[src/logic/setpoint_defines.svh]
`ifndef SETPOINT_DEFINES_SVH
`define SETPOINT_DEFINES_SVH
// register byte offsets
`define REG_CTRL 8'h00
`define REG_POT_CFG 8'h04
`define REG_START_VALUE 8'h08
`define REG_RAMP_UP 8'h0C
`define REG_RAMP_DOWN 8'h10
`define REG_MAX_SPEED 8'h14
`define REG_MIN_SPEED 8'h18
`define REG_SET_VALUE 8'h1C
`define REG_POT_OUT 8'h20
`define REG_MAIN_OUT 8'h24
`define REG_SUPP_OUT 8'h28
`define REG_STORED 8'h2C
// control register fields
`define CTRL_MAIN_SEL_LSB 0
`define CTRL_SUPP_SEL_LSB 4
`define CTRL_RAISE_BIT 8
`define CTRL_LOWER_BIT 9
`define CTRL_MOTOR_ON_BIT 10
`define CTRL_INVERT_BIT 11
`define CTRL_AUTO_BIT 12
`define CTRL_ACCEPT_BIT 13
`define CTRL_OVERRIDE_BIT 14
// pot configuration bits
`define CFG_STORE_BIT 0
`define CFG_AUTO_RAMP_BIT 1
`define CFG_ROUND_BIT 2
`define CFG_NVRAM_BIT 3
`define CFG_ALWAYS_BIT 4
`define CFG_RESET 5'h06
// reset values, rpm and ms
`define START_VALUE_RESET 16'h0000
`define RAMP_TIME_RESET_MS 32'h00002710
`define SPEED_LIMIT_RESET 16'h0000
// timing: one millisecond at 250 MHz
`define CLK_MHZ 250
`define MS_CYCLES (`CLK_MHZ * 1000)
// rpm full range reached in ramp time (pot scale)
`define RPM_FULL 16'h7FFF
`endif

[src/logic/setpoint_pkg.sv]
`default_nettype none
package setpoint_pkg;
   typedef enum logic [1:0] {
      SRC_ANALOG = 2'h0,
      SRC_FIELDBUS = 2'h1,
      SRC_POT = 2'h3,
      SRC_FIXED = 2'h2
   } source_e;
   typedef struct packed {
      logic raise;
      logic lower;
      logic motor_on;
      logic invert;
      logic auto_mode;
      logic accept;
      logic override;
   } pot_cmd_s;
   typedef enum logic [1:0] {
      ST_OFF = 2'b00,
      ST_RUN = 2'b01,
      ST_HOLD = 2'b11
   } pot_state_e;
endpackage
`default_nettype wire

[src/logic/speed_setpoint_source.sv]
`timescale 1ns/1ps
`default_nettype none
`include "setpoint_defines.svh"
module speed_setpoint_source #(
   parameter int MS_CYC = `MS_CYCLES
) (
   input wire logic aclk, // clock
   input wire logic aresetn, // sync reset, active low
   input wire logic [15:0] analog_in0, // analog input 0 value
   input wire logic [15:0] fieldbus_pzd2, // second process data word
   input wire logic [15:0] fixed_setpoint, // fixed setpoint value
   input wire logic [15:0] override_setpoint, // replacement setpoint
   input wire logic [15:0] nv_value_in, // non-volatile stored value
   output logic nv_write, // pulse: store value to nvram
   output logic [15:0] nv_value_out, // value to store
   output logic [15:0] main_setpoint, // selected main setpoint
   output logic [15:0] supp_setpoint, // selected supplementary setpoint
   input wire logic [7:0] s_axi_awaddr, // write address
   input wire logic s_axi_awvalid, // write address valid
   output logic s_axi_awready, // write address ready
   input wire logic [31:0] s_axi_wdata, // write data
   input wire logic [3:0] s_axi_wstrb, // byte strobes
   input wire logic s_axi_wvalid, // write data valid
   output logic s_axi_wready, // write data ready
   output logic [1:0] s_axi_bresp, // write response
   output logic s_axi_bvalid, // write response valid
   input wire logic s_axi_bready, // write response ready
   input wire logic [7:0] s_axi_araddr, // read address
   input wire logic s_axi_arvalid, // read address valid
   output logic s_axi_arready, // read address ready
   output logic [31:0] s_axi_rdata, // read data
   output logic [1:0] s_axi_rresp, // read response
   output logic s_axi_rvalid, // read valid
   input wire logic s_axi_rready // read ready
);
   // the ramp divider needs at least one cycle per millisecond
   if (MS_CYC < 1) begin
      $error("MS_CYC must be at least one");
   end

   logic [31:0] ctrl_r;
   logic [4:0] cfg_r;
   logic [15:0] start_r, maxs_r, mins_r, setv_r;
   logic [31:0] up_ms_r, dn_ms_r;
   logic aw_got_r, w_got_r;
   logic [7:0] awaddr_r;
   logic [31:0] wdata_r;
   logic [3:0] wstrb_r;
   logic bvalid_r, rvalid_r;
   logic [31:0] rdata_r;
   logic [1:0] bresp_r, rresp_r;

   // write channel: address and data taken in either order
   assign s_axi_awready = !aw_got_r && !bvalid_r;
   assign s_axi_wready = !w_got_r && !bvalid_r;
   assign s_axi_bvalid = bvalid_r;
   assign s_axi_bresp = bresp_r;
   assign s_axi_arready = !rvalid_r;
   assign s_axi_rvalid = rvalid_r;
   assign s_axi_rdata = rdata_r;
   assign s_axi_rresp = rresp_r;

   wire aw_hs = s_axi_awvalid && s_axi_awready;
   wire w_hs = s_axi_wvalid && s_axi_wready;
   wire aw_have = aw_got_r || aw_hs;
   wire w_have = w_got_r || w_hs;
   wire [7:0] wa = aw_got_r ? awaddr_r : s_axi_awaddr;
   wire [31:0] wd = w_got_r ? wdata_r : s_axi_wdata;
   wire [3:0] ws = w_got_r ? wstrb_r : s_axi_wstrb;
   wire do_wr = aw_have && w_have && !bvalid_r;
   // byte lane enables from the write strobes
   wire [31:0] wmask;
   for (genvar b = 0; b < 4; b++) begin : g_lane
      assign wmask[8*b +: 8] = {8{ws[b]}};
   end
   wire wr_ctrl = do_wr && (wa == `REG_CTRL);
   wire wr_cfg = do_wr && (wa == `REG_POT_CFG);
   wire wr_start = do_wr && (wa == `REG_START_VALUE);
   wire wr_up = do_wr && (wa == `REG_RAMP_UP);
   wire wr_dn = do_wr && (wa == `REG_RAMP_DOWN);
   wire wr_max = do_wr && (wa == `REG_MAX_SPEED);
   wire wr_min = do_wr && (wa == `REG_MIN_SPEED);
   wire wr_setv = do_wr && (wa == `REG_SET_VALUE);
   wire wr_ro = (wa == `REG_POT_OUT) || (wa == `REG_MAIN_OUT) ||
      (wa == `REG_SUPP_OUT) || (wa == `REG_STORED);
   wire wr_ok = wr_ctrl || wr_cfg || wr_start || wr_up || wr_dn || wr_max ||
      wr_min || wr_setv || wr_ro;

   function automatic [31:0] merge(input [31:0] old, input [31:0] nw, input [31:0] m);
      merge = (old & ~m) | (nw & m);
   endfunction

   always_ff @(posedge aclk) begin
      if (!aresetn) begin
         aw_got_r <= 1'b0;
         w_got_r <= 1'b0;
         awaddr_r <= 8'h00;
         wdata_r <= 32'h00000000;
         wstrb_r <= 4'h0;
         bvalid_r <= 1'b0;
         bresp_r <= 2'h0;
      end else begin
         if (aw_hs) begin
            awaddr_r <= s_axi_awaddr;
         end
         if (w_hs) begin
            wdata_r <= s_axi_wdata;
            wstrb_r <= s_axi_wstrb;
         end
         if (do_wr) begin
            aw_got_r <= 1'b0;
            w_got_r <= 1'b0;
            bvalid_r <= 1'b1;
            bresp_r <= wr_ok ? 2'h0 : 2'h2;
         end else begin
            aw_got_r <= aw_have;
            w_got_r <= w_have;
            if (s_axi_bready) begin
               bvalid_r <= 1'b0;
            end
         end
      end
   end

   // software registers
   always_ff @(posedge aclk) begin
      if (!aresetn) begin
         ctrl_r <= 32'h00000000;
         cfg_r <= `CFG_RESET;
         start_r <= `START_VALUE_RESET;
         up_ms_r <= `RAMP_TIME_RESET_MS;
         dn_ms_r <= `RAMP_TIME_RESET_MS;
         maxs_r <= `SPEED_LIMIT_RESET;
         mins_r <= `SPEED_LIMIT_RESET;
         setv_r <= 16'h0000;
      end else begin
         if (wr_ctrl) begin
            ctrl_r <= merge(ctrl_r, wd, wmask);
         end
         if (wr_cfg) begin
            cfg_r <= 5'(merge({27'h0, cfg_r}, wd, wmask));
         end
         if (wr_start) begin
            start_r <= 16'(merge({16'h0, start_r}, wd, wmask));
         end
         if (wr_up) begin
            up_ms_r <= merge(up_ms_r, wd, wmask);
         end
         if (wr_dn) begin
            dn_ms_r <= merge(dn_ms_r, wd, wmask);
         end
         if (wr_max) begin
            maxs_r <= 16'(merge({16'h0, maxs_r}, wd, wmask));
         end
         if (wr_min) begin
            mins_r <= 16'(merge({16'h0, mins_r}, wd, wmask));
         end
         if (wr_setv) begin
            setv_r <= 16'(merge({16'h0, setv_r}, wd, wmask));
         end
      end
   end

   setpoint_pkg::pot_cmd_s cmd;
   // one assignment, so the command struct has a single driver
   assign cmd = {
      ctrl_r[`CTRL_RAISE_BIT],
      ctrl_r[`CTRL_LOWER_BIT],
      ctrl_r[`CTRL_MOTOR_ON_BIT],
      ctrl_r[`CTRL_INVERT_BIT],
      ctrl_r[`CTRL_AUTO_BIT],
      ctrl_r[`CTRL_ACCEPT_BIT],
      ctrl_r[`CTRL_OVERRIDE_BIT]
   };
   wire [1:0] main_sel = ctrl_r[`CTRL_MAIN_SEL_LSB +: 2];
   wire [1:0] supp_sel = ctrl_r[`CTRL_SUPP_SEL_LSB +: 2];

   // limits, signed rpm; inversion negates and swaps them
   wire signed [15:0] maxs = maxs_r;
   wire signed [15:0] mins = mins_r;
   wire signed [15:0] hi_lim = cmd.invert ? 16'(-mins) : maxs;
   wire signed [15:0] lo_lim = cmd.invert ? 16'(-maxs) : mins;
   wire signed [15:0] lim_hi = (hi_lim >= lo_lim) ? hi_lim : lo_lim;
   wire signed [15:0] lim_lo = (hi_lim >= lo_lim) ? lo_lim : hi_lim;

   setpoint_pkg::pot_state_e st_r;
   logic signed [15:0] pot_r, stored_r;
   logic [31:0] tick_r, tick_div_up, tick_div_dn;
   logic [3:0] round_r;
   logic accept_d_r, motor_d_r;

   // ramp: full range RPM_FULL in ramp time; one rpm step per period
   wire [47:0] up_prod = 48'(up_ms_r) * 48'(MS_CYC);
   wire [47:0] dn_prod = 48'(dn_ms_r) * 48'(MS_CYC);
   assign tick_div_up = 32'(up_prod / 48'(`RPM_FULL));
   assign tick_div_dn = 32'(dn_prod / 48'(`RPM_FULL));
   wire use_ramp = !cmd.auto_mode || cfg_r[`CFG_AUTO_RAMP_BIT];
   wire running = cmd.motor_on || cfg_r[`CFG_ALWAYS_BIT];
   wire up_req = cmd.raise && !cmd.lower;
   wire dn_req = cmd.lower && !cmd.raise;
   wire [31:0] period = up_req ? tick_div_up : tick_div_dn;
   // initial rounding: first steps take longer, shortening as the move goes on
   wire [1:0] round_shift = 2'h3 - round_r[1:0];
   wire [31:0] eff_period = cfg_r[`CFG_ROUND_BIT] ? (period << round_shift) : period;
   wire tick = (tick_r + 32'h00000001 >= eff_period);
   wire accept_rise = cmd.accept && !accept_d_r;
   wire switch_on = cmd.motor_on && !motor_d_r;
   wire switch_off = !cmd.motor_on && motor_d_r;
   wire restore = cfg_r[`CFG_STORE_BIT];
   wire signed [15:0] restore_val = cfg_r[`CFG_NVRAM_BIT] ? nv_value_in : stored_r;

   function automatic signed [15:0] clamp(input signed [15:0] v,
         input signed [15:0] lo, input signed [15:0] hi);
      clamp = (v > hi) ? hi : ((v < lo) ? lo : v);
   endfunction

   always_ff @(posedge aclk) begin
      if (!aresetn) begin
         st_r <= setpoint_pkg::ST_OFF;
         pot_r <= 16'sh0000;
         stored_r <= 16'sh0000;
         tick_r <= 32'h00000000;
         round_r <= 4'h0;
         accept_d_r <= 1'b0;
         motor_d_r <= 1'b0;
         nv_write <= 1'b0;
         nv_value_out <= 16'h0000;
      end else begin
         accept_d_r <= cmd.accept;
         motor_d_r <= cmd.motor_on;
         nv_write <= 1'b0;
         // saved here even when run drops to off in the same cycle
         if (switch_off && restore) begin
            stored_r <= pot_r;
            nv_value_out <= pot_r;
            nv_write <= cfg_r[`CFG_NVRAM_BIT];
         end
         case (st_r)
            setpoint_pkg::ST_OFF: begin
               tick_r <= 32'h00000000;
               round_r <= 4'h0;
               if (switch_on) begin
                  pot_r <= clamp(restore ? restore_val : start_r, lim_lo, lim_hi);
                  st_r <= setpoint_pkg::ST_RUN;
               end else if (running) begin
                  st_r <= setpoint_pkg::ST_RUN;
               end
            end
            setpoint_pkg::ST_RUN: begin
               if (!running) begin
                  st_r <= setpoint_pkg::ST_OFF;
               end else if (accept_rise) begin
                  pot_r <= clamp(setv_r, lim_lo, lim_hi);
               end else if (switch_on) begin
                  pot_r <= clamp(restore ? restore_val : start_r, lim_lo, lim_hi);
               end else if (up_req || dn_req) begin
                  if (!use_ramp) begin
                     pot_r <= up_req ? lim_hi : lim_lo;
                  end else if (tick) begin
                     tick_r <= 32'h00000000;
                     if (round_r != 4'h3) begin
                        round_r <= round_r + 4'h1;
                     end
                     if (up_req && pot_r < lim_hi) begin
                        pot_r <= pot_r + 16'sh0001;
                     end else if (dn_req && pot_r > lim_lo) begin
                        pot_r <= pot_r - 16'sh0001;
                     end
                  end else begin
                     tick_r <= tick_r + 32'h00000001;
                  end
               end else begin
                  tick_r <= 32'h00000000;
                  round_r <= 4'h0;
                  pot_r <= clamp(pot_r, lim_lo, lim_hi);
                  if (cmd.raise && cmd.lower) begin
                     st_r <= setpoint_pkg::ST_HOLD;
                  end
               end
            end
            setpoint_pkg::ST_HOLD: begin
               // both commands: hold until one of them drops
               if (!running) begin
                  st_r <= setpoint_pkg::ST_OFF;
               end else if (!(cmd.raise && cmd.lower)) begin
                  st_r <= setpoint_pkg::ST_RUN;
               end
            end
            default: st_r <= setpoint_pkg::ST_OFF;
         endcase
      end
   end

   // source selection
   function automatic [15:0] pick(input [1:0] sel, input [15:0] pot);
      case (sel)
         setpoint_pkg::SRC_ANALOG: pick = analog_in0;
         setpoint_pkg::SRC_FIELDBUS: pick = fieldbus_pzd2;
         setpoint_pkg::SRC_POT: pick = pot;
         default: pick = fixed_setpoint;
      endcase
   endfunction

   always_ff @(posedge aclk) begin
      if (!aresetn) begin
         main_setpoint <= 16'h0000;
         supp_setpoint <= 16'h0000;
      end else begin
         main_setpoint <= cmd.override ? override_setpoint : pick(main_sel, pot_r);
         supp_setpoint <= pick(supp_sel, pot_r);
      end
   end

   // read channel, one cycle after address accept
   logic [31:0] rd_val;
   wire [7:0] ra = s_axi_araddr;
   always_comb begin
      rd_val = 32'h00000000;
      case (ra)
         `REG_CTRL: rd_val = ctrl_r;
         `REG_POT_CFG: rd_val = {27'h0, cfg_r};
         `REG_START_VALUE: rd_val = {16'h0, start_r};
         `REG_RAMP_UP: rd_val = up_ms_r;
         `REG_RAMP_DOWN: rd_val = dn_ms_r;
         `REG_MAX_SPEED: rd_val = {16'h0, maxs_r};
         `REG_MIN_SPEED: rd_val = {16'h0, mins_r};
         `REG_SET_VALUE: rd_val = {16'h0, setv_r};
         `REG_POT_OUT: rd_val = {16'h0, pot_r};
         `REG_MAIN_OUT: rd_val = {16'h0, main_setpoint};
         `REG_SUPP_OUT: rd_val = {16'h0, supp_setpoint};
         `REG_STORED: rd_val = {16'h0, stored_r};
         default: rd_val = 32'h00000000;
      endcase
   end
   wire rd_ok = (ra <= `REG_STORED) && (ra[1:0] == 2'h0);

   always_ff @(posedge aclk) begin
      if (!aresetn) begin
         rvalid_r <= 1'b0;
         rdata_r <= 32'h00000000;
         rresp_r <= 2'h0;
      end else if (s_axi_arvalid && s_axi_arready) begin
         rvalid_r <= 1'b1;
         rdata_r <= rd_val;
         rresp_r <= rd_ok ? 2'h0 : 2'h2;
      end else if (s_axi_rready) begin
         rvalid_r <= 1'b0;
      end
   end
endmodule
`default_nettype wire

[config.mk]
export PLATFORM = sky130hd
export DESIGN_NAME = speed_setpoint_source
export DESIGN_NICKNAME = d
export VERILOG_FILES = /design/src/logic/setpoint_pkg.sv /design/src/logic/speed_setpoint_source.sv
export VERILOG_INCLUDE_DIRS = /design/src /design/src/logic
export SDC_FILE = /design/constraint.sdc
export NUM_CORES = 2
export LEC_CHECK = 0
export ABC_CLOCK_PERIOD_IN_PS = 39700
export BUFFER_PORTS_ARGS = -buffer_cell sky130_fd_sc_hd__buf_2
export CORE_MARGIN = 5
export CORE_UTILIZATION = 30
export CTS_CLUSTER_DIAMETER = 200
export DETAILED_ROUTE_END_ITERATION = 8
export PLACE_DENSITY_LB_ADDON = 0.1
export SYNTH_ARGS = -nofsm -noshare
export SYNTH_HDL_FRONTEND = slang
export SYNTH_SLANG_ARGS = --single-unit
[constraint.sdc]
create_clock -name aclk -period 39.7 [get_ports aclk]
set_clock_uncertainty 0.15 [all_clocks]
set_input_delay 5.955 -clock aclk [delete_from_list [all_inputs] [get_ports aclk]]
set_output_delay 5.955 -clock aclk [all_outputs]
set_load 0.05 [all_outputs]
---- Word level (Yosys, flattened, before mapping) ----
Index checks and enable logic that the tools add are counted.
word-level totals
  RAM bits ................................ 0
  latch bits .............................. 0
  memory bits (read-only) ................. 0
  flip-flop bits (word level) ............. 354
  logic and storage cells ................. 244
  input bits .............................. 139
  memories kept ........................... 0
  output and inout port bits .............. 90
operators by class
  reduce and logical (&&, ||, !) cells .... 66
  mux-type cells .......................... 63
  shifts and indexed selects .............. 1
  add/sub/neg operators ................... 7
  div/mod/pow operators ................... 2
  $mul .................................... 2
  magnitude comparators ................... 11
  equal/unequal tests ..................... 45
  bitwise logic cells ..................... 19
operators with widths
  cell                      count
  $pmux W32 S12             1
  $mux W16                  23
  $mux W32                  9
  $and A32 B32 Y32          4
  $div A48 B15 Y48 const B  2
  $or A32 B32 Y32           3
  $pmux W16 S3              2
  $mul A32 B14 Y44 const B  2
  $and A16 B16 Y16          4
  $eq A8 B5 Y1 const B      8
  $eq A8 B6 Y1 const B      8
  $gt A16 B16 Y1            4
  $lt A16 B16 Y1            4
  $or A16 B16 Y16           4
  $pmux W32 S2              1
  $add A32 B1 Y32 const B   1
  $eq A8 B4 Y1 const B      4
  $ge A32 B32 Y1            1
  $mux W4                   8
  $neg A16 Y16              2
  $not A32 Y32              1
  $pmux W16 S2              1
  $shl A32 B2 Y32           1
  $ne A3 B3 Y1 const B      9
  32 further kinds          109

---- Depth between registers and ports, before layout ----
  depth after elaboration ................. 16
  gate-level depth with buffers ........... 192
  gate-level depth less buffers ........... 166

---- Worst setup path after synthesis ----
Ideal clock, no wire load.
  path kind ............................... reg2reg
  from .................................... register (tool-made name)
  to ...................................... register pot_r[1]
  setup time .............................. 116 ps
  required time ........................... 39,434 ps
  slack ................................... -246 ps
  stages on the path, launching flop included .. 171
  path buffers ............................ 11
  clock period less this slack ............ 39,946 ps
  arrival time ............................ 39,679 ps
  cell sequence ........................... dfxtp_1 inv_1 fa_1 fa_1 inv_1 fa_1 fa_1 ha_1 inv_1 fa_1 inv_1 ha_1 buf_2 nand4_1 nor4_1 a22oi_1 and3_1 nand3b_1 [... 135 more ...] o21ai_0 nand2b_1 a21oi_1 nor2b_1 o21ai_0 nand2b_1 a21oi_1 nor2b_1 o21ai_0 nand2b_1 a21oi_1 a21oi_1 nor3_1 a31oi_1 o221ai_1 a21oi_1 clkbuf_1 o211a_1
RTL lines
  element                 RTL line                      RTL
  end signal: assignment  speed_setpoint_source.sv:243  pot_r <= clamp(restore ? restore_val : start_r, lim_lo, lim_hi);
  end signal: assignment  speed_setpoint_source.sv:253  pot_r <= clamp(setv_r, lim_lo, lim_hi);
  end signal: assignment  speed_setpoint_source.sv:255  pot_r <= clamp(restore ? restore_val : start_r, lim_lo, lim_hi);
  end: declaration        speed_setpoint_source.sv:187  logic signed [15:0] pot_r, stored_r;

==> results by group <==
Clocking
  • Longest Clk Path Bufs: 3
  • Sink Count: 352
  • CTS H-tree depth: 2
  • Clk_lat worst skew: 0.65 ns
  • Total CTS buffers: 44
  • CTS tree: built
  • Clk slew on worst S/H paths: 0.06 ns
  • Root buf cell: clkbuf_16

Pwr
  • Power density over the cells: 27.76 nW/um^2
  • Peak VDD IR: 68.00 uV
  • Leak: 34.90 nW

Floorplan
  • # rows: 156
  • Die Width: 435.7 um
  • Area of the core: 180,500 sq um
  • Starting density of the core: 0.3011
  • Die ar.: 189,800 sq um
  • DIE HEIGHT: 435.7 um
  • I/O pin count: 229

Drt
  • Vias per cell: 5.411
  • Initial DRC Count: 4,452
  • Final WL: 240.3 mm
  • Routed Antenna Nets: 0
  • Via count: 61,490
  • Drt pass-1 iters: 6
  • Drt drc: 0
  • DR WL/cell: 21.14 um

Synth
  • Syn Std Cell Area: 54,370 sq um
  • Dominant synthesized flop cell: dfxtp_1
  • EDFF count, synth: 0
  • Library cells used by synthesis: 161
  • Sequential share of the synthesized area: 0.1296
  • Ys async rst share: 0
  • Cells after Synth: 6,948
  • Avg Cell Area, Syn: 7.825 sq um
  • Synthesis Warnings: 0
  • #FFs+latches synth: 352

Worst setup path
  • CP Buf/Inv Count: 21
  • Critical Path Start Type: flop
  • Kind of critical path: flop to flop
  • CP endpoint kind: flop
  • Critical Path RT: 40.08 ns
  • Critical Path AT: 39.74 ns
  • Worst Path Max Fanout: 7
  • Worst path slowest cell: or4b_4
  • Max stage delay on crit path: 0.60 ns
  • Crit path max-delay family: simple AND/OR/NAND/NOR gates

Global routing
  • Initial antenna violation count: 13
  • Global-route wire length before repair: 361.8 mm
  • Number of global-route vias before repair: 60,260
  • GRT overflow: 0
  • Tot GR Track Use: 0.2380
  • Largest net degree at the start of global routing: 99

Final layout
  • Ratio of cells with drive above 1 in the final layout: 0.3654
  • Final #Nets: 9,813
  • Fill count: 18,210
  • Final core occ: 0.4331
  • Layout area overhead: 43.82%

Worst hold path
  • HP Class: flop to flop

Placement
  • Final Wtd Congestion: 0.9448
  • Hpwl dp: 194.7 mm
  • PortBufs: 226

Timing
  • Hold Vio Cnt, Final: 0
  • Least-Margin Pin Slew: 1.227 ns
  • Slew Viols, Final: 0
  • Final setup violation count: 0
  • Rel. slew slack: 0.1584
  • Fmax: 25.41 MHz
  • RSZ-0062 raised after global routing: yes
  • Part of the cycle the worst path needs: 0.9915
  • Crit path time final: 39.36 ns
  • Fin Setup TNS: 0 ns
  • Hold Worst Slack: 0.3121 ns

Job
  • Max Cap Viol: 0

Outcome
  • Status: finished clean
==> power by group <==
part	internal [mW]	switching [mW]
Sequential	0.359	0.00548
Clock	0.239	0.179
Combinational	0.674	0.714
Total	1.27	0.899
==> stage by stage <==
| stage | cell area, sq um | total power [mW] | setup slack [ns] | std cells |
|---|---|---|---|---|
| floorplan | 54400 | 1.023 | 0.01572 | 6949 |
| global placement | 70950 | 1.629 | -2.200 | 11070 |
| detailed placement | 70950 | 1.625 | -2.179 | 11070 |
| CTS | 74260 | 2.101 | 0.002860 | 11210 |
| global route | 78180 | 2.305 | -1.258 | 11360 |
| finish | 78190 | 2.171 | 0.3391 | 11360 |
==> layout by cell type, fill, tap and decap left out, types with 39 or more instances in the layout <==
cell type  Yosys  final
ha_1         446    408
o211ai_1      78     78
fa_1         271    267
nand3_1      156    143
o21a_1        54     50
clkbuf_16      0     47
or3_1         56     41
a22oi_1       77     72
nor2b_1       66     65
xor2_1        85     79
mux2_2        59     56
o21ai_0      266    225
dfxtp_1      352    329
a31oi_1       87     67
nor3_1       169    129
o21ai_1       57     73
and2_1        87     75
nand4_1      125    125
buf_6         16     61
buf_2         19    227
buf_4         62   1998
a21oi_1      509    439
nand2b_1      78     72
a211oi_1     116     93
o211a_1       89     87
nand2_1      675    657
and3_1        76     64
inv_1        407    375
or2_2         41     39
nor4_1        71     47
mux2i_1      184    167
nor2_1       681    656
xnor2_1      188    176
a21o_1        85     83
a21boi_0      61     54
a21oi_2        4     67
o31ai_1       60     45
==> final cells by class <==
cell class | count | area [sq um] | area share
antenna | 4 | 10.01 | 0.0001280
clock buffer | 59 | 1197 | 0.01531
clock inverter | 19 | 229.0 | 0.002928
inverter | 407 | 1536 | 0.01965
multi-input combinational | 5857 | 48160 | 0.6160
sequential | 352 | 7076 | 0.09049
tap | 2370 | 2965 | 0.03792
timing repair buffer | 2295 | 17010 | 0.2176
==> routing by layer <==
layer / GRT usage / wire length [um] / up-vias
li1: - / - / 29700
met1: 0.3264 / 110500 / 29910
met2: 0.4007 / 111700 / 1571
met3: 0.02518 / 11270 / 303
met4: 0.05848 / 6709 / 10
met5: 0 / 75 / -
==> logic make-up after synthesis <==
logic type,share of synthesized area
AO/OA/AOI/OAI,0.2644
XOR/XNOR,0.04488
adder cells (fa/ha/maj),0.2037
buffers and inverters,0.05836
flip-flops,0.1296
multiplexers,0.06329
other,0.00006898
AND/OR/NAND/NOR,0.2357
==> repair_timing <==
item                                   in CTS  in global routing
pin swaps                                  90                321
hold buffers                                0                  0
gates cloned                                1                  7
setup endpoints to repair                  52                 52
endpoints found under the hold margin       0                  0
gates resized for setup                   279                586
buffers inserted                           65                143
==> worst paths after layout <==
check                end  depth (start not counted)  slack [ns]        start
min reg2reg  wdata_r[23]                          2        0.31  wdata_r[23]
min          wdata_r[23]                          2        0.31  wdata_r[23]
max reg2reg     pot_r[0]                        175        0.34         flop
max             pot_r[0]                        175        0.34         flop
==> Yosys cell counts, types with 31 or more instances <==
master	n	share of area
nor2_1	681	0.047
nand2_1	675	0.047
a21oi_1	509	0.047
ha_1	446	0.10
inv_1	407	0.028
dfxtp_1	352	0.13
fa_1	271	0.10
o21ai_0	266	0.024
clkbuf_1	210	0.014
xnor2_1	188	0.030
mux2i_1	184	0.034
nor3_1	169	0.016
nand3_1	156	0.014
nand4_1	125	0.014
a211oi_1	116	0.016
o211a_1	89	0.016
a31oi_1	87	0.010
and2_1	87	0.010
a21o_1	85	0.012
xor2_1	85	0.014
nand2b_1	78	0.0090
o211ai_1	78	0.011
a22oi_1	77	0.011
and3_1	76	0.0087
nor4_1	71	0.0082
nor2b_1	66	0.0076
buf_4	62	0.0086
a21boi_0	61	0.0084
o31ai_1	60	0.0083
mux2_2	59	0.012
o21ai_1	57	0.0052
or3_1	56	0.0064
o21a_1	54	0.0075
or2_2	41	0.0047
o31a_1	36	0.0058
mux4_2	33	0.014
o21bai_1	32	0.0044
a221oi_1	31	0.0050
==> worst min-delay path: cells and delay by family, from the launching register on <==
kind / cells / cell delay (ns)
flops: 1 / 0.30
compound gates: 1 / 0.06
simple gates: 1 / 0.04
Note: power is estimated with default switching activity, not from simulation.
